$ cat config.mk
export PLATFORM = sky130hd
export DESIGN_NAME = psc_sideband_top
export DESIGN_NICKNAME = d
export VERILOG_FILES = /design/src/include/psc_pkg.sv /design/src/include/psc_flush_if.sv /design/src/logic/psc_sync.sv /design/src/logic/psc_flush.sv /design/src/logic/psc_sideband_top.sv
export SDC_FILE = /design/constraint.sdc
export NUM_CORES = 1
export LEC_CHECK = 0
export BUFFER_PORTS_ARGS = -buffer_cell sky130_fd_sc_hd__buf_4
export CORE_UTILIZATION = 39
export CTS_BUF_LIST = sky130_fd_sc_hd__clkbuf_2
export DETAILED_ROUTE_END_ITERATION = 12
export PLACE_DENSITY = 0.74
export SYNTH_ARGS = -nofsm -noshare
export SYNTH_HDL_FRONTEND = slang
export SYNTH_HIERARCHICAL = 1
export SYNTH_SLANG_ARGS = --single-unit
$ cat constraint.sdc
create_clock -name clk -period 1.4 [get_ports clk]
set_input_delay 0.07 -clock clk [delete_from_list [all_inputs] [get_ports clk]]
set_output_delay 0.07 -clock clk [all_outputs]
set_load 0.005 [all_outputs]
$ cat src/include/psc_pkg.sv
// Constants and types for the processor sideband control block.
// Assumes one bus clock; pins other than the local interrupt lines active low outside, active high inside.
package psc_pkg;
	// Synchroniser depth and field positions of the synchronised vector
	localparam int PSC_SYNC_STAGES = 3;
	localparam int PSC_SY_W        = 5;
	localparam int PSC_SY_FLUSH    = 0;
	localparam int PSC_SY_IGNORE_NUMERIC_ERROR_IN    = 1;
	localparam int PSC_SY_INIT     = 2;
	localparam int PSC_SY_LINT0    = 3;
	localparam int PSC_SY_LINT1    = 4;
	localparam logic [PSC_SY_W-1:0] PSC_SY_RST = 5'h00;
	// Local interrupt lines
	localparam int PSC_LINT_W    = 2;
	localparam int PSC_INTR_BIT  = 0;
	localparam int PSC_NMI_BIT   = 1;
	// Reset values
	localparam logic PSC_LIC_EN_RST = 1'b1;
	// Cycles after reset release until straps have crossed the synchroniser
	localparam int PSC_CFG_W = 3;
	localparam logic [PSC_CFG_W-1:0] PSC_CFG_WAIT = 3'h4;
	// Flush sequence
	typedef enum logic [2:0] {
		PSC_FL_IDLE,
		PSC_FL_WB,
		PSC_FL_INV,
		PSC_FL_ACK,
		PSC_FL_HOLD
	} psc_flush_t;
endpackage : psc_pkg

$ cat src/include/psc_flush_if.sv
// Handshake bundle between the sideband top and its flush sequencer.
// Assumes both ends run on the same clock.
`timescale 1ns/10ps
interface psc_flush_if;
	logic flush_lvl;
	logic wb_req;
	logic wb_done;
	logic inv_req;
	logic inv_done;
	logic ack_req;
	logic ack_done;
	logic busy;
	modport seq (
		input  flush_lvl, wb_done, inv_done, ack_done,
		output wb_req, inv_req, ack_req, busy
	);
	modport ctl (
		output flush_lvl, wb_done, inv_done, ack_done,
		input  wb_req, inv_req, ack_req, busy
	);
endinterface : psc_flush_if

$ cat src/logic/psc_sync.sv
// Three-stage synchroniser with agreement filter, one lane per bit.
// Assumes inputs are asynchronous levels; output moves when stages 2 and 3 agree.
`timescale 1ns/10ps
module psc_sync import psc_pkg::*; #(
	parameter int             W   = PSC_SY_W,
	parameter logic [W-1:0]   RST = '0
) (
	// Clock and reset
	input  wire logic         clk,
	input  wire logic         reset_n,
	// Levels
	input  wire logic [W-1:0] async_in,
	output logic      [W-1:0] sync_out
);
	genvar i;
	generate
		for (i = 0; i < W; i++) begin : g_lane
			logic s1_ff;
			logic s2_ff;
			logic s3_ff;
			// Stage one feeds stage two only, to keep metastability contained
			always_ff @(posedge clk or negedge reset_n) begin
				if (!reset_n) begin
					s1_ff          <= RST[i];
					s2_ff          <= RST[i];
					s3_ff          <= RST[i];
					sync_out[i]    <= RST[i];
				end else begin
					s1_ff <= async_in[i];
					s2_ff <= s1_ff;
					s3_ff <= s2_ff;
					if (s2_ff == s3_ff) begin
						sync_out[i] <= s3_ff;
					end
				end
			end
		end
	endgenerate
endmodule : psc_sync

$ cat src/logic/psc_flush.sv
// Cache flush sequencer: write back, invalidate, then acknowledge on the bus.
// Assumes cache and bus controllers answer each request with a done pulse.
`timescale 1ns/10ps
module psc_flush import psc_pkg::*; (
	// Clock and reset
	input  wire logic clk,
	input  wire logic reset_n,
	// Sequencer side
	psc_flush_if.seq  fi
);
	psc_flush_t st_ff;
	psc_flush_t nxt_st;

	always_comb begin
		nxt_st = st_ff;
		case (st_ff)
			PSC_FL_IDLE: if (fi.flush_lvl) nxt_st = PSC_FL_WB;
			PSC_FL_WB:   if (fi.wb_done) nxt_st = PSC_FL_INV;
			PSC_FL_INV:  if (fi.inv_done) nxt_st = PSC_FL_ACK;
			PSC_FL_ACK:  if (fi.ack_done) nxt_st = PSC_FL_HOLD;
			// One flush per assertion of the pin
			PSC_FL_HOLD: if (!fi.flush_lvl) nxt_st = PSC_FL_IDLE;
			default:     nxt_st = PSC_FL_IDLE;
		endcase
	end

	always_ff @(posedge clk or negedge reset_n) begin
		if (!reset_n) begin
			st_ff <= PSC_FL_IDLE;
		end else begin
			st_ff <= nxt_st;
		end
	end

	assign fi.wb_req  = (st_ff == PSC_FL_WB);
	assign fi.inv_req = (st_ff == PSC_FL_INV);
	assign fi.ack_req = (st_ff == PSC_FL_ACK);
	assign fi.busy    = (st_ff != PSC_FL_IDLE);
endmodule : psc_flush

$ cat src/logic/psc_sideband_top.sv
// Sideband control of the processor: error pins, flush, snoop result drive,
// soft init, power-on straps and local interrupt line fallback.
// Assumes the bus clock is clk; all pins active low except the local interrupt lines; open-drain snoop pins.
`timescale 1ns/10ps
// Notes on behaviour
// - Unmasked floating-point error drives error pin
// - Flush writes back modified lines, then invalidates
// - Flush acknowledge issued after invalidation completes
// - No cache allocation while flush stays asserted
// - Flush sampled at reset release for configuration
// - Both snoop lines together request or extend stall
// - Internal error drives pin, requests shutdown
// - Internal error held until reset or init
// - Ignore input masks pending numeric error
// - Without ignore, next noncontrol instruction faults
// - Ignore input has no effect when enable set
// - Soft init resets integer state only
// - Snoops still serviced during soft init
// - Soft init at reset release runs self-test
// - Controller off: lines become maskable, nonmaskable
// - Local interrupt controller enabled after reset
module psc_sideband_top import psc_pkg::*; (
	// Clock and reset
	input  wire logic                  clk,
	input  wire logic                  reset_n,
	// Asynchronous pins
	input  wire logic                  flush_in_n,
	input  wire logic                  ignore_numeric_error_in_n,
	input  wire logic                  soft_init_in_n,
	input  wire logic [PSC_LINT_W-1:0] local_irq_in,
	// Bus clock pins
	input  wire logic                  bus_init_in_n,
	input  wire logic                  snoop_hit_in_n,
	output logic                       snoop_hit_out_n,
	output logic                       snoop_hit_oe_n,
	input  wire logic                  snoop_hit_modified_in_n,
	output logic                       snoop_hit_modified_out_n,
	output logic                       snoop_hit_modified_oe_n,
	// Error pins
	output logic                       fp_error_out_n,
	output logic                       internal_error_out_n,
	// Floating-point unit
	input  wire logic                  fp_err_unmasked,
	input  wire logic                  fp_err_clear,
	input  wire logic                  fp_noncontrol_issue,
	input  wire logic                  numeric_error_enable,
	output logic                       fp_exception,
	// Internal error and shutdown
	input  wire logic                  internal_error_event,
	output logic                       shutdown_req,
	// Cache controller
	output logic                       wb_all_req,
	input  wire logic                  wb_all_done,
	output logic                       inval_all_req,
	input  wire logic                  inval_all_done,
	output logic                       alloc_inhibit,
	// Bus transaction unit
	output logic                       flush_ack_req,
	input  wire logic                  flush_ack_done,
	// Snoop unit
	input  wire logic                  snoop_phase,
	input  wire logic                  snoop_hit_res,
	input  wire logic                  snoop_snoop_hit_modified_res,
	input  wire logic                  snoop_busy,
	output logic                       snoop_stall_seen,
	// Soft init and configuration
	output logic                       int_reg_reset,
	output logic                       bist_run,
	output logic                       cfg_done,
	output logic                       cfg_flush_strap,
	// Local interrupt controller
	input  wire logic                  lic_cfg_wr,
	input  wire logic                  lic_cfg_en,
	output logic                       local_interrupt_controller_en,
	output logic [PSC_LINT_W-1:0]      lint_to_lic,
	output logic                       intr_req,
	output logic                       nmi_pulse
);
	logic [PSC_SY_W-1:0]  raw_in;
	logic [PSC_SY_W-1:0]  sy;
	logic [PSC_CFG_W-1:0] cfg_cnt_ff;
	logic                 cfg_done_ff;
	logic                 strap_flush_ff;
	logic                 bist_ff;
	logic                 init_d_ff;
	logic                 init_pulse_ff;
	logic                 fp_pend_ff;
	logic                 fp_exc_ff;
	logic                 internal_error_out_ff;
	logic                 shut_ff;
	logic                 hit_drv_ff;
	logic                 snoop_hit_modified_drv_ff;
	logic                 stall_ff;
	logic                 lic_en_ff;
	logic [PSC_LINT_W-1:0] lint_ff;
	logic                 intr_ff;
	logic                 l1_d_ff;
	logic                 nmi_ff;
	logic                 inhibit_ff;
	logic                 init_lvl;
	logic                 flush_lvl;
	logic                 fp_take;

	psc_flush_if fi ();

	// Control pins are active low, interrupt lines active high; the synchroniser works on active-high levels
	assign raw_in = {local_irq_in, ~soft_init_in_n, ~ignore_numeric_error_in_n, ~flush_in_n};

	psc_sync #(
		.W   (PSC_SY_W),
		.RST (PSC_SY_RST)
	) u_sync (
		.clk      (clk),
		.reset_n  (reset_n),
		.async_in (raw_in),
		.sync_out (sy)
	);

	// Straps and actions wait until the synchroniser holds real pin levels
	assign init_lvl  = sy[PSC_SY_INIT] & cfg_done_ff;
	assign flush_lvl = sy[PSC_SY_FLUSH] & cfg_done_ff;

	// Power-on configuration capture
	always_ff @(posedge clk or negedge reset_n) begin
		if (!reset_n) begin
			cfg_cnt_ff     <= '0;
			cfg_done_ff    <= 1'b0;
			strap_flush_ff <= 1'b0;
			bist_ff        <= 1'b0;
		end else begin
			bist_ff <= 1'b0;
			if (!cfg_done_ff) begin
				cfg_cnt_ff <= cfg_cnt_ff + 3'h1;
				if (cfg_cnt_ff == PSC_CFG_WAIT) begin
					cfg_done_ff    <= 1'b1;
					strap_flush_ff <= sy[PSC_SY_FLUSH];
					bist_ff        <= sy[PSC_SY_INIT];
				end
			end
		end
	end

	// Soft init: one pulse per assertion; caches and fp state are left alone
	always_ff @(posedge clk or negedge reset_n) begin
		if (!reset_n) begin
			init_d_ff     <= 1'b0;
			init_pulse_ff <= 1'b0;
		end else begin
			init_d_ff     <= init_lvl;
			init_pulse_ff <= init_lvl & ~init_d_ff;
		end
	end

	// Numeric error tracking
	assign fp_take = fp_noncontrol_issue & fp_pend_ff
		& (numeric_error_enable | ~sy[PSC_SY_IGNORE_NUMERIC_ERROR_IN]);

	always_ff @(posedge clk or negedge reset_n) begin
		if (!reset_n) begin
			fp_pend_ff <= 1'b0;
			fp_exc_ff  <= 1'b0;
		end else begin
			// A new error in the clearing cycle is kept
			if (fp_err_unmasked) begin
				fp_pend_ff <= 1'b1;
			end else if (fp_err_clear) begin
				fp_pend_ff <= 1'b0;
			end
			fp_exc_ff <= fp_take;
		end
	end

	// Internal error latch
	always_ff @(posedge clk or negedge reset_n) begin
		if (!reset_n) begin
			internal_error_out_ff <= 1'b0;
			shut_ff <= 1'b0;
		end else begin
			if (internal_error_event) begin
				internal_error_out_ff <= 1'b1;
			end else if (~bus_init_in_n | init_lvl) begin
				internal_error_out_ff <= 1'b0;
			end
			shut_ff <= internal_error_event & ~internal_error_out_ff;
		end
	end

	// Snoop result drive; not gated by soft init so snoops keep going
	always_ff @(posedge clk or negedge reset_n) begin
		if (!reset_n) begin
			hit_drv_ff  <= 1'b0;
			snoop_hit_modified_drv_ff <= 1'b0;
			stall_ff    <= 1'b0;
		end else begin
			if (snoop_phase) begin
				// Busy snooper drives both lines, again each phase to extend
				hit_drv_ff  <= snoop_busy | snoop_hit_res;
				snoop_hit_modified_drv_ff <= snoop_busy | snoop_snoop_hit_modified_res;
			end else begin
				hit_drv_ff  <= 1'b0;
				snoop_hit_modified_drv_ff <= 1'b0;
			end
			stall_ff <= snoop_phase & ~snoop_hit_in_n & ~snoop_hit_modified_in_n;
		end
	end

	// Local interrupt controller enable and line routing
	always_ff @(posedge clk or negedge reset_n) begin
		if (!reset_n) begin
			lic_en_ff <= PSC_LIC_EN_RST;
		end else if (lic_cfg_wr) begin
			lic_en_ff <= lic_cfg_en;
		end
	end

	always_ff @(posedge clk or negedge reset_n) begin
		if (!reset_n) begin
			lint_ff <= '0;
			intr_ff <= 1'b0;
			l1_d_ff <= 1'b0;
			nmi_ff  <= 1'b0;
		end else begin
			lint_ff <= lic_en_ff ? sy[PSC_SY_LINT1:PSC_SY_LINT0] : '0;
			intr_ff <= ~lic_en_ff & sy[PSC_SY_LINT0];
			l1_d_ff <= sy[PSC_SY_LINT1];
			// Nonmaskable interrupt is edge triggered
			nmi_ff  <= ~lic_en_ff & sy[PSC_SY_LINT1] & ~l1_d_ff;
		end
	end

	// Flush hookup; allocation blocked for the whole pin assertion
	always_ff @(posedge clk or negedge reset_n) begin
		if (!reset_n) begin
			inhibit_ff <= 1'b0;
		end else begin
			inhibit_ff <= flush_lvl;
		end
	end

	assign fi.flush_lvl = flush_lvl;
	assign fi.wb_done   = wb_all_done;
	assign fi.inv_done  = inval_all_done;
	assign fi.ack_done  = flush_ack_done;

	psc_flush u_flush (
		.clk     (clk),
		.reset_n (reset_n),
		.fi      (fi.seq)
	);

	// Outputs
	assign wb_all_req                    = fi.wb_req;
	assign inval_all_req                 = fi.inv_req;
	assign flush_ack_req                 = fi.ack_req;
	assign alloc_inhibit                 = inhibit_ff | fi.busy;
	assign fp_error_out_n                = ~fp_pend_ff;
	assign fp_exception                  = fp_exc_ff;
	assign internal_error_out_n          = ~internal_error_out_ff;
	assign shutdown_req                  = shut_ff;
	assign snoop_hit_out_n               = ~hit_drv_ff;
	assign snoop_hit_oe_n                = ~hit_drv_ff;
	assign snoop_hit_modified_out_n      = ~snoop_hit_modified_drv_ff;
	assign snoop_hit_modified_oe_n       = ~snoop_hit_modified_drv_ff;
	assign snoop_stall_seen              = stall_ff;
	assign int_reg_reset                 = init_pulse_ff;
	assign bist_run                      = bist_ff;
	assign cfg_done                      = cfg_done_ff;
	assign cfg_flush_strap               = strap_flush_ff;
	assign local_interrupt_controller_en = lic_en_ff;
	assign lint_to_lic                   = lint_ff;
	assign intr_req                      = intr_ff;
	assign nmi_pulse                     = nmi_ff;
endmodule : psc_sideband_top

### Word level (Yosys, flattened, before mapping)

Index checks and enable logic that the tools add are counted.

| storage, ports and cells | value |
|---|---|
| register bits | 45 |
| input bits | 24 |
| output and inout port bits | 22 |
| word-level logic and storage cells | 110 |

| operators by class | value |
|---|---|
| add/sub/neg operators | 1 |
| equality and inequality tests | 15 |
| multiplexer cells | 17 |
| bitwise gates (word level) | 31 |
| reductions and logical operators | 6 |

Operator list:

| operator | count |
|---|---|
| 3-bit two-way mux | 5 |
| 1-bit inverter | 15 |
| 3-bit case mux with 5 select lines | 1 |
| 1-bit bitwise AND | 11 |
| 1-bit two-way mux | 10 |
| 3-bit by 2-bit equality test with 1-bit output, second input constant | 2 |
| 3-bit equality test, second input constant | 2 |
| 2-bit by 1-bit inequality test with 1-bit output, second input constant | 3 |
| 1-bit equality test | 5 |
| 1-bit OR | 5 |
| 5-bit AND reduction | 1 |
| 2-bit inequality test, second input constant | 2 |
| 2-bit nonzero test | 2 |
| 3-bit by 1-bit adder with 3-bit output, second input constant | 1 |
| 3-bit by 1-bit equality test with 1-bit output, second input constant | 1 |
| 3-bit zero test | 1 |
| 3-bit nonzero test | 1 |
| 2-bit two-way mux | 1 |
| 2-bit AND reduction | 1 |

### Depth between registers and ports, before layout

Gate-level depths: netlist of run 1.

| logic depth | value |
|---|---|
| word-level depth | 4 |
| mapped depth | 4 |
| mapped depth without buffers | 4 |

### Modules after synthesis

Netlist of run 1, hierarchy kept.

Modules (own cells, without submodules):

| module | instances | cells each | area an instance (sq um) | seq. area each (sq um) |
|---|---|---|---|---|
| psc_sideband_top | 1 | 63 | 832.0 | 551.8 |
| psc_sync | 1 | 25 | 556.8 | 500.5 |
| psc_flush | 1 | 20 | 175.2 | 75.1 |

### Worst setup path after synthesis of run 1

OpenSTA, ideal clock, no wires.

| timing path | value |
|---|---|
| path type | register to register |
| from | register cfg_done_ff (netlist: cfg_done) |
| to | register u_flush.st_ff[0] |
| setup time | 0.131 ns |
| arrival time | 1.017 ns |
| data required time | 1.269 ns |
| path slack | 0.253 ns |
| cell stages (with the launch flop) | 5 |
| buffers on the path | 0 |
| clock period less this slack | 1.147 ns |
| cell sequence | dfrtp_1 -> and2_2 -> nor2b_1 -> nor3_1 -> a211oi_2 |

| between the ends | value |
|---|---|
| cells in the longest elaborated chain, start to end | 3 |
| elaborated cells between the ends (all ways) | 4 |
| those cells by class | eq/ne: 2; bitwise: 1; reduce/logical: 1 |

Ends and longest elaborated chain:

| element | line | text |
|---|---|---|
| from (decl) | psc_sideband_top.sv:82 | `logic cfg_done_ff;` |
| from (signal assigned) | psc_sideband_top.sv:127 | `cfg_done_ff <= 1'b0;` |
| from (signal assigned) | psc_sideband_top.sv:135 | `cfg_done_ff <= 1'b1;` |
| 1-bit bitwise AND * | psc_sideband_top.sv:121 | `assign flush_lvl = sy[PSC_SY_FLUSH] & cfg_done_ff;` |
| named net fi.flush_lvl | psc_flush_if.sv:5 | `logic flush_lvl;` |
| 2-bit inequality test (no line) | -- |  |
| 5-bit AND reduction (no line) * | -- |  |
| to (signal assigned) | psc_flush.sv:31 | `st_ff <= nxt_st;` |
| to (decl) | psc_flush.sv:11 | `psc_flush_t st_ff;` |

The timed path passes the listed nets; every way through them passes the cells marked *.
A chain may end at the register's enable or synchronous reset.

### Worst setup path in the final report of run 1

| timing path | value |
|---|---|
| from | register u_flush.st_ff[0] |
| to | output port alloc_inhibit |

| between the ends | value |
|---|---|
| cells in the longest elaborated chain, start to end | 2 |

Ends and longest elaborated chain:

| element | line | text |
|---|---|---|
| 3-bit nonzero test | psc_flush.sv:38 | `assign fi.busy = (st_ff != PSC_FL_IDLE);` |
| named net fi.busy | psc_flush_if.sv:12 | `logic busy;` |
| 1-bit OR | psc_sideband_top.sv:255 | `assign alloc_inhibit = inhibit_ff \| fi.busy;` |
| to (decl) | psc_sideband_top.sv:56 | `output logic alloc_inhibit,` |

The timed path passes the listed nets, and every way through them passes these cells.

==> results.yml, run 1 <==
status:
  status: "finished with violations"
  violations: "setup timing"
logic_synthesis:
  syn-num-nets: 134
  ys_types: 31
  yosysSeqAreaShare_pct: 72.08
  syn_inst: 108
  ys_async_sr_fraction_pct: 100.0
  synth_area_sq_um: 1564
  muxShareOfSynthArea_pct: 2.400
  synth_common_cells: "dfrtp_1 (44), inv_1 (14), maj3_2 (5)"
  synth_xor_area_share_pct: 1.120
  synth.top_cell.area_share_pct: 70.40
  synth_area_leaders: "dfrtp_1 (70%), maj3_2 (3.6%), inv_1 (3.4%)"
  synth-adder-area-share_pct: 5.200
  ys_ff_latch: 45
  synth_compound_area_share_pct: 5.040
  avgSynthCellArea_sq_um: 14.48
  yosysMostFrequentCell: "dfrtp_1"
  synth_area_leader_cell: "dfrtp_1"
  yosysWarnings: 6
  synth_top_family_by_area: "simple AND/OR/NAND/NOR gates"
  synth-simple-area-share_pct: 9.840
  synth_ff_type: "dfrtp_1"
  synth_edf_count: 0
cells_and_area:
  syn_to_final_growth_pct: 47.44
  diodes: 0
  drive_above_1_share_pct: 42.47
  fin_nets: 211
  fillers: 306
worst_setup_path:
  timing.critical_path.depth: 3
  crit_required_ps: 1330
  max_stage_delay_ps: 460
  endpoint_kind: "output pin"
  setup.worst_path.class: "reg -> out"
  arrival_ps: 1530
  reg2reg_depth: 2
  worst-path-max-fanout: 2
  cp-start-kind: "flop"
  r2r-start: "local_interrupt_controller_en$_DFFE_PN1P_"
  critical_path.top_delay_family: "simple AND/OR/NAND/NOR gates"
  cp_slowest_cell: "dfrtp_2"
  crit_chain: "or3_1 -> or2_4 -> buf_6"
  crit_buf_inv: 1
  r2r_slack_ps: 70
  timing.rr.end: "local_interrupt_controller_en$_DFFE_PN1P_"
clocking:
  cts-htree-levels: 2
  clock_latency_ps: 390
  cts_tree: "built"
  cts_root_buffer: "clkbuf_2"
  cts.reportedPaths.clkPinSlew_ps: 210
  cts-buffers-inserted: 5
  cts.sinks: 45
  cts.path.max_buffers: 2
power:
  vdd_drop_max_mv: 0.7654
  swShare_pct: 25.96
  seqPwrFrac_pct: 51.0
  powerDensity_nw_per_um2: 1257
  p_int_w: 0.002147
  p_comb_share_pct: 25.3
  p_switching_w: 0.0007527
  p_clk_share_pct: 23.7
  leakagePower_nw: 1.144
  power_w: 0.002899
timing:
  slew_headroom_pct: 64.23
  finalCriticalPeriod_ps: 1604
  layout_worst_path_cycle_share_pct: 114.6
  drv_slew: 0
  worstMarginPinSlew_ps: 536.5
  max_freq_ghz: 0.6234
  fin_skew_ps: 14.73
  tns_ps: -204.2
  worst_slack_ps: -204.2
  rsz0062_at_grt: "yes"
  setup_viol: 1
  final-hold-violation-count: 0
place:
  port_buffers: 45
  dp_hpwl_mm: 1.739
  gp_congestion: 0.7282
floorplanning:
  dieWidth_microns: 65.33
  core_sq_um: 3744
  io_pins: 46
  initial_core_util_pct: 41.78
  dieArea_sq_um: 4267
  rows: 22
  die_h_microns: 65.33
grt:
  grtUsageMet1_pct: 17.48
  grtUsageMet3_pct: 6.076
  grt_usage_pct: 15.63
  antenna_found_initial: 0
  grt_util_met2_pct: 27.19
  busiest_layer: "met2"
  grt_pass1_vias: 1136
  grt_max_degree: 46
  grt_first_pass_wirelength_mm: 4.878
  grt-ovfl-total: 0
detailed_routing:
  drt_iter0_markers: 17
  wirelength_mm: 2.794
  dr.pass1.iters: 4
  post-route-drc-count: 0
  detail-route-antenna-nets: 0
  vias_per_cell: 4.509
  vias: 1055
  routedWlPerCell_microns: 11.94
min_path:
  whs_endpoint: "u_flush/st_ff[0]$_DFFE_PN0P_"
  worstHoldStart: "inval_all_done"
  worstHoldPathCells: 3
  worst_hold_path_type: "in -> reg"
job:
  maxCapViolCount: 0
-- registers in the layout, indices dropped and copies added (netlist names), 2 cells and up --
register and count:
u_sync/g_lane.s2_ff 5, u_flush/st_ff 3, cfg_cnt_ff 3, u_sync/g_lane.s3_ff 5
u_sync/g_lane.s1_ff 5, u_sync/sync_out 5, lint_to_lic 2
-- cell families after synthesis --
family,Yosys count
buf+inv,16
xor+xnor,2
mux,3
flops,45
fa+ha+maj,7
simple gates,25
compound gates,10
-- repair_timing --
item / 4_1_cts / 5_1_grt
gates cloned: 0 / 0
hold buffers: 22 / 0
pin swaps: 3 / 2
endpoints found under the hold margin: 61 / 0
setup buffers: 3 / 2
endpoints found under the setup margin: 2 / 5
gates resized for setup: 7 / 4
-- worst max-delay path by stage --
stage	start	endpoint
finish	u_flush/st_ff[0]$_DFFE_PN0P_	alloc_inhibit
global route	u_flush/st_ff[0]$_DFFE_PN0P_	alloc_inhibit
CTS	u_flush/st_ff[0]$_DFFE_PN0P_	alloc_inhibit
detailed placement	u_flush/st_ff[2]$_DFFE_PN0P_	alloc_inhibit
global placement	u_flush/st_ff[2]$_DFFE_PN0P_	alloc_inhibit
floorplan	cfg_done$_DFF_PN0_	u_flush/st_ff[0]$_DFFE_PN0P_
-- worst min-delay path, cell delays in order --
cell	delay, ps
buf_4	110
o21ai_0	210
a211oi_2	80
-- metrics by stage --
step / hold slack, ps / std cells / utilization [%] / cell area, sq um / setup slack, ps
after global routing: 16.38 / 234 / 61.60 / 2306 / -290.8
final: 68.35 / 234 / 61.60 / 2306 / -204.2
after floorplan: -225.6 / 108 / - / 1564 / 252.7
after CTS: 27.47 / 233 / 61.13 / 2288 / -259.5
after global placement: 78.05 / 200 / 52.21 / 1954 / 142.4
after detailed placement: 91.07 / 200 / 52.21 / 1954 / 108.2
-- power by group through the flow --
stage	clock, W	combinational [W]	sequential, W
2_1_floorplan	0	0.000222	0.00152
3_3_place_gp	0	0.000470	0.00151
3_5_place_dp	0	0.000498	0.00152
4_1_cts	0.000711	0.000698	0.00148
5_1_grt	0.000770	0.000795	0.00149
6_report	0.000687	0.000735	0.00148
-- routing by layer --
layer  vias up  wire length, microns
li1        497                     -
met4         0                    36
met2        39                  1448
met3         4                   162
met1       515                  1147
met5         -                     0
-- area by class of cell --
class | count | area (sq um) | share of cell area [%]
Inverter | 14 | 55.05 | 2.387
Timing Repair Buffer | 72 | 606.8 | 26.32
Multi-Input combinational cell | 47 | 391.6 | 16.98
Tap cell | 48 | 60.06 | 2.604
Clock inverter | 2 | 33.78 | 1.465
Sequential cell | 45 | 1129 | 48.94
Clock buffer | 6 | 30.03 | 1.302
-- placed cells by master (no fill, tap or decap), drive strengths merged, types with 3 or more instances in the layout --
| cell type | synthesis | layout |
|---|---|---|
| nand2 | 4 | 4 |
| clkbuf | 0 | 6 |
| mux2 | 3 | 3 |
| inv | 14 | 14 |
| buf | 2 | 50 |
| dlygate4sd3 | 0 | 22 |
| maj3 | 5 | 5 |
| dfrtp | 44 | 44 |
| nor2 | 4 | 4 |
| and2 | 3 | 3 |
| nor2b | 3 | 3 |
Power figures use the tool's default switching activity.
==> run 2, diff against run 1 <==
Settings changed: RECOVER_POWER set to 25.
==> run 2 against run 1 <==
The flow still finishes with violations (setup timing). Utilization shrank 0.067 points. Sequential share of layout area grew 0.053 points. Flip-flop and latch count is the same. Critical path depth is the same. Register-to-register slack is essentially flat. Setup slack is the same. Non-clock buffer count is the same. Combinational power is essentially flat. Largest cell class unchanged. Largest power group unchanged. Highest routed layer unchanged.
==> results.yml, run 2 (same netlist as run 1, synthesis figures left out) <==
cells_and_area:
  drive_above_1_share_pct: 42.47
  diodes: 0
  final_cell_mix: "dfrtp_1 (43), buf_4 (41), dlygate4sd3_1 (22)"
  syn_to_final_growth_pct: 47.28
  postLayoutCellArea_sq_um: 2303
  final_common_cell: "dfrtp_1"
  fillers: 307
  fin_nets: 211
timing:
  finalCriticalPeriod_ps: 1604
  hold_slack_ps: 68.35
  slew_headroom_pct: 29.65
  setup_viol: 1
  drv_slew: 0
  rsz0062_at_grt: "yes"
  max_freq_ghz: 0.6234
  tns_ps: -204.2
  worst_slack_ps: -204.2
  fin_skew_ps: 15.00
  layout_worst_path_cycle_share_pct: 114.6
  final-hold-violation-count: 0
  worstMarginPinSlew_ps: 1055
place:
  dp_hpwl_mm: 1.739
  gp_congestion: 0.7282
  port_buffers: 45
  placed_area_sq_um: 1954
  pre_cts_ws_ps: 108.2
min_path:
  worst_hold_path_type: "in -> reg"
clocking:
  clock_latency_ps: 390
  cts.path.max_buffers: 2
  cts-htree-levels: 2
  cts_root_buffer: "clkbuf_2"
  cts_tree: "built"
  cts.sinks: 45
  cts-buffers-inserted: 5
  cts.reportedPaths.clkPinSlew_ps: 210
detailed_routing:
  vias: 1054
  wirelength_mm: 2.788
  dr.pass1.iters: 4
  drt_iter0_markers: 17
  post-route-drc-count: 0
  detail-route-antenna-nets: 0
  vias_per_cell: 4.504
  routedWlPerCell_microns: 11.91
status:
  status: "finished with violations"
  violations: "setup timing"
power:
  vdd_drop_max_mv: 0.7649
  powerDensity_nw_per_um2: 1258
  leakagePower_nw: 1.143
floorplanning:
  initial_core_util_pct: 41.78
  core_sq_um: 3744
  dieWidth_microns: 65.33
  dieArea_sq_um: 4267
  rows: 22
  die_h_microns: 65.33
  io_pins: 46
worst_setup_path:
  endpoint: "alloc_inhibit"
  crit_buf_inv: 1
  max_stage_delay_ps: 460
  critical_path.top_delay_family: "simple AND/OR/NAND/NOR gates"
  timing.critical_path.depth: 3
  setup.worst_path.class: "reg -> out"
  worst-path-max-fanout: 2
  cp_slowest_cell: "dfrtp_2"
  arrival_ps: 1530
  critPathLaunch: "u_flush/st_ff[0]$_DFFE_PN0P_"
  reg2reg_depth: 2
  r2r_slack_ps: 70
  crit_required_ps: 1330
  crit_chain: "or3_1 -> or2_4 -> buf_6"
  cp-start-kind: "flop"
  r2r-start: "local_interrupt_controller_en$_DFFE_PN1P_"
  timing.rr.end: "local_interrupt_controller_en$_DFFE_PN1P_"
  endpoint_kind: "output pin"
grt:
  antenna_found_initial: 0
  grt_max_degree: 46
  grt_first_pass_wirelength_mm: 4.878
  grt-ovfl-total: 0
  grt_pass1_vias: 1136
  grt_usage_pct: 15.63
job:
  maxCapViolCount: 0
==> run 2: how the worst min path moves through the flow <==
stage / cells past startpoint / to / from / slack [ps]
finish: 3 / u_flush/st_ff[0]$_DFFE_PN0P_ / inval_all_done / 70
global placement: 1 / u_sync/g_lane[1].s1_ff$_DFF_PN0_ / reset_n / 80
detailed placement: 1 / snoop_hit_modified_drv_ff$_DFF_PN0_ / reset_n / 90
floorplan: 0 / bist_run$_DFF_PN0_ / reset_n / -230
global route: 3 / u_flush/st_ff[0]$_DFFE_PN0P_ / inval_all_done / 20
CTS: 3 / u_flush/st_ff[0]$_DFFE_PN0P_ / inval_all_done / 30
==> run 2: area by class of cell <==
type                    instances  area (sq um)  share of cell area (%)
multi-input cells              47         391.6                   17.00
flip-flops and latches         45          1129                   48.99
repair buffers                 72         604.3                   26.24
well taps                      48         60.06                   2.607
clock inverters                 2         33.78                   1.467
inverters                      14         55.05                   2.390
clock buffers                   6         30.03                   1.304
==> run 2: worst reg2reg max path: cells and delay by family, from the launching register on <==
family	cells	cell delay, ps
muxes	1	150
DFF	1	590
buffers and inverters	1	550
==> run 2: metal layers <==
metal / wire length [microns] / global-route usage (%) / vias to the layer above
met5: 0 / 0 / -
met4: 36 / 4.891 / 0
met3: 162 / 6.076 / 4
met2: 1445 / 27.19 / 39
met1: 1143 / 17.48 / 514
li1: - / - / 497
==> run 2: repair_timing <==
action                                  CTS  global route
endpoints found under the setup margin    2             5
resized for setup                         7             4
pin swaps                                 3             2
buffers inserted                          3             2
hold endpoints to repair                 61             0
hold buffers                             22             0
==> run 2: through the flow <==
stage	total power [W]	utilization, %	cells
3_5_place_dp	0.002022	52.21	200
5_1_grt	0.003052	61.53	234
4_1_cts	0.002886	61.13	233
6_report	0.002897	61.53	234
2_1_floorplan	0.001744	-	108
3_3_place_gp	0.001983	52.21	200
==> run 2: report_power, final <==
part | total [W] | switching, W | internal [W] | leakage, nW
clock network | 0.000686 | 0.000382 | 0.000305 | 0.0406
logic | 0.000733 | 0.000311 | 0.000422 | 0.569
registers | 0.00148 | 0.0000596 | 0.00142 | 0.533
total | 0.00290 | 0.000752 | 0.00215 | 1.14
==> run 3, diff against run 2 <==
==> constraint.sdc (replaced) <==
create_clock -name clk -period 1.4 [get_ports clk]
set_input_delay 0.28 -clock clk [delete_from_list [all_inputs] [get_ports clk]]
set_output_delay 0.28 -clock clk [all_outputs]
set_load 0.005 [all_outputs]
==> run 3 against run 2 <==
The run still ends with setup timing left. Largest cell class unchanged. Critical endpoint unchanged. Clock skew down 0.53 ps. Largest power group unchanged. Register-to-register slack gained 120 ps. Critical path depth did not move. Setup slack got worse by 190 ps. Count of clock-buffer cells in the layout unchanged. Combinational power is 9.5% higher. Critical path type unchanged. Via count is 2.5% lower. Sequential power about the same.
==> results.yml, run 3 (same netlist as run 1, synthesis figures left out) <==
timing:
  slew_headroom_pct: 30.38
  setup_viol: 4
  max_freq_ghz: 0.5572
  drv_slew: 0
  fin_skew_ps: 14.47
  final-hold-violation-count: 0
  layout_worst_path_cycle_share_pct: 128.2
  worst_slack_ps: -394.8
  hold_slack_ps: 78.32
  finalCriticalPeriod_ps: 1795
  rsz0062_at_grt: "yes"
  worstMarginPinSlew_ps: 1044
place:
  dp_hpwl_mm: 1.793
  port_buffers: 45
  gp_congestion: 0.7371
power:
  vdd_drop_max_mv: 0.7029
  power_w: 0.002958
  powerDensity_nw_per_um2: 1324
  leakagePower_nw: 1.118
floorplanning:
  dieArea_sq_um: 4267
  initial_core_util_pct: 41.78
  core_sq_um: 3744
  dieWidth_microns: 65.33
  die_h_microns: 65.33
  io_pins: 46
  rows: 22
worst_setup_path:
  endpoint_kind: "output pin"
  crit_buf_inv: 1
  worst-path-max-fanout: 2
  max_stage_delay_ps: 420
  cp_slowest_cell: "dfrtp_1"
  crit_required_ps: 1120
  cp-start-kind: "flop"
  arrival_ps: 1510
  setup.worst_path.class: "reg -> out"
  critical_path.top_delay_family: "simple AND/OR/NAND/NOR gates"
  crit_chain: "or3_1 -> or2_4 -> buf_6"
detailed_routing:
  post-route-drc-count: 0
  vias: 1028
  drt_iter0_markers: 12
  routedWlPerCell_microns: 12.01
  vias_per_cell: 4.529
  detail-route-antenna-nets: 0
  wirelength_mm: 2.727
  dr.pass1.iters: 4
status:
  violations: "setup timing"
  status: "finished with violations"
clocking:
  cts_tree: "built"
  cts.path.max_buffers: 2
  cts_root_buffer: "clkbuf_2"
  cts.sinks: 45
  cts-htree-levels: 2
  clock_latency_ps: 390
  cts.reportedPaths.clkPinSlew_ps: 210
  cts-buffers-inserted: 5
grt:
  antenna_found_initial: 0
  grt_first_pass_wirelength_mm: 4.602
  grt_usage_pct: 14.82
  grt_max_degree: 46
  grt-ovfl-total: 0
  grt_pass1_vias: 1037
cells_and_area:
  drive_above_1_share_pct: 46.93
  fillers: 314
  final_cell_mix: "dfrtp_1 (43), buf_4 (42), inv_1 (13)"
  diodes: 0
  fin_nets: 204
  final_common_cell: "dfrtp_1"
  fin_util_pct: 59.69
  syn_to_final_growth_pct: 42.88
job:
  maxCapViolCount: 0
min_path:
  worst_hold_path_type: "in -> reg"
[run 3: worst register-to-register path: stages, from the launching register on]
cell	delay, ps
dfrtp_1	420
buf_4	160
buf_4	140
and2b_1	150
nor3_1	180
a211oi_2	70
[run 3: area by class of cell]
cell class / instances / area [sq um] / area share (%)
flip-flops and latches: 45 / 1129 / 50.50
repair buffers: 65 / 529.3 / 23.68
multi-input cells: 47 / 397.9 / 17.81
well taps: 48 / 60.06 / 2.688
inverters: 14 / 55.05 / 2.464
clock inverters: 2 / 33.78 / 1.512
clock buffers: 6 / 30.03 / 1.344
[run 3: where the power goes]
group          internal, W  switching (W)
clock network     0.000305       0.000377
registers          0.00142      0.0000581
logic             0.000467       0.000336
total              0.00219       0.000770
[run 3: routing by layer]
layer / share of wire [%] / up-vias / routed length [microns] / global-route usage [%]
li1: - / 482 / - / -
met1: 40 / 504 / 1080 / 16.86
met2: 54 / 39 / 1466 / 25.77
met3: 6.0 / 3 / 164 / 5.208
met4: 0.55 / 0 / 15 / 4.891
met5: 0 / - / 0 / 0
[run 3: timing repair]
action | 4_1_cts | 5_1_grt
hold buffers | 9 | 1
buffers inserted | 6 | 4
resized for setup | 12 | 5
endpoints found under the hold margin | 51 | 1
cloned | 0 | 0
setup endpoints to repair | 6 | 6
pin swaps | 4 | 2
[run 3: path summary, 6_finish.rpt]
path / startpoint / to / slack, ps / cells past startpoint
worst max-delay path: u_flush/st_ff[0]$_DFFE_PN0P_ / alloc_inhibit / -390 / 3
worst min-delay path: snoop_hit_res / hit_drv_ff$_DFF_PN0_ / 80 / 2
worst max register to register: u_flush/st_ff[0]$_DFFE_PN0P_ / u_flush/st_ff[0]$_DFFE_PN0P_ / 190 / 5
worst min register to register: u_sync/g_lane[2].s1_ff$_DFF_PN0_ / u_sync/g_lane[2].s2_ff$_DFF_PN0_ / 360 / 0
max in group asynchronous: reset_n / cfg_done$_DFF_PN0_ / 120 / 2
min in group asynchronous: reset_n / snoop_hit_modified_drv_ff$_DFF_PN0_ / 570 / 2
[run 3: per-stage QoR]
| step | area (sq um) | setup slack, ps | TNS, ps | std cells |
|---|---|---|---|---|
| 5_1_grt | 2235 | -484.8 | -1286 | 227 |
| 6_report | 2235 | -394.8 | -817.1 | 227 |
| 3_3_place_gp | 1977 | 0.2348 | 0 | 203 |
| 4_1_cts | 2213 | -437.7 | -1284 | 225 |
| 3_5_place_dp | 1977 | -16.24 | -16.24 | 203 |
| 2_1_floorplan | 1564 | 67.12 | 0 | 108 |
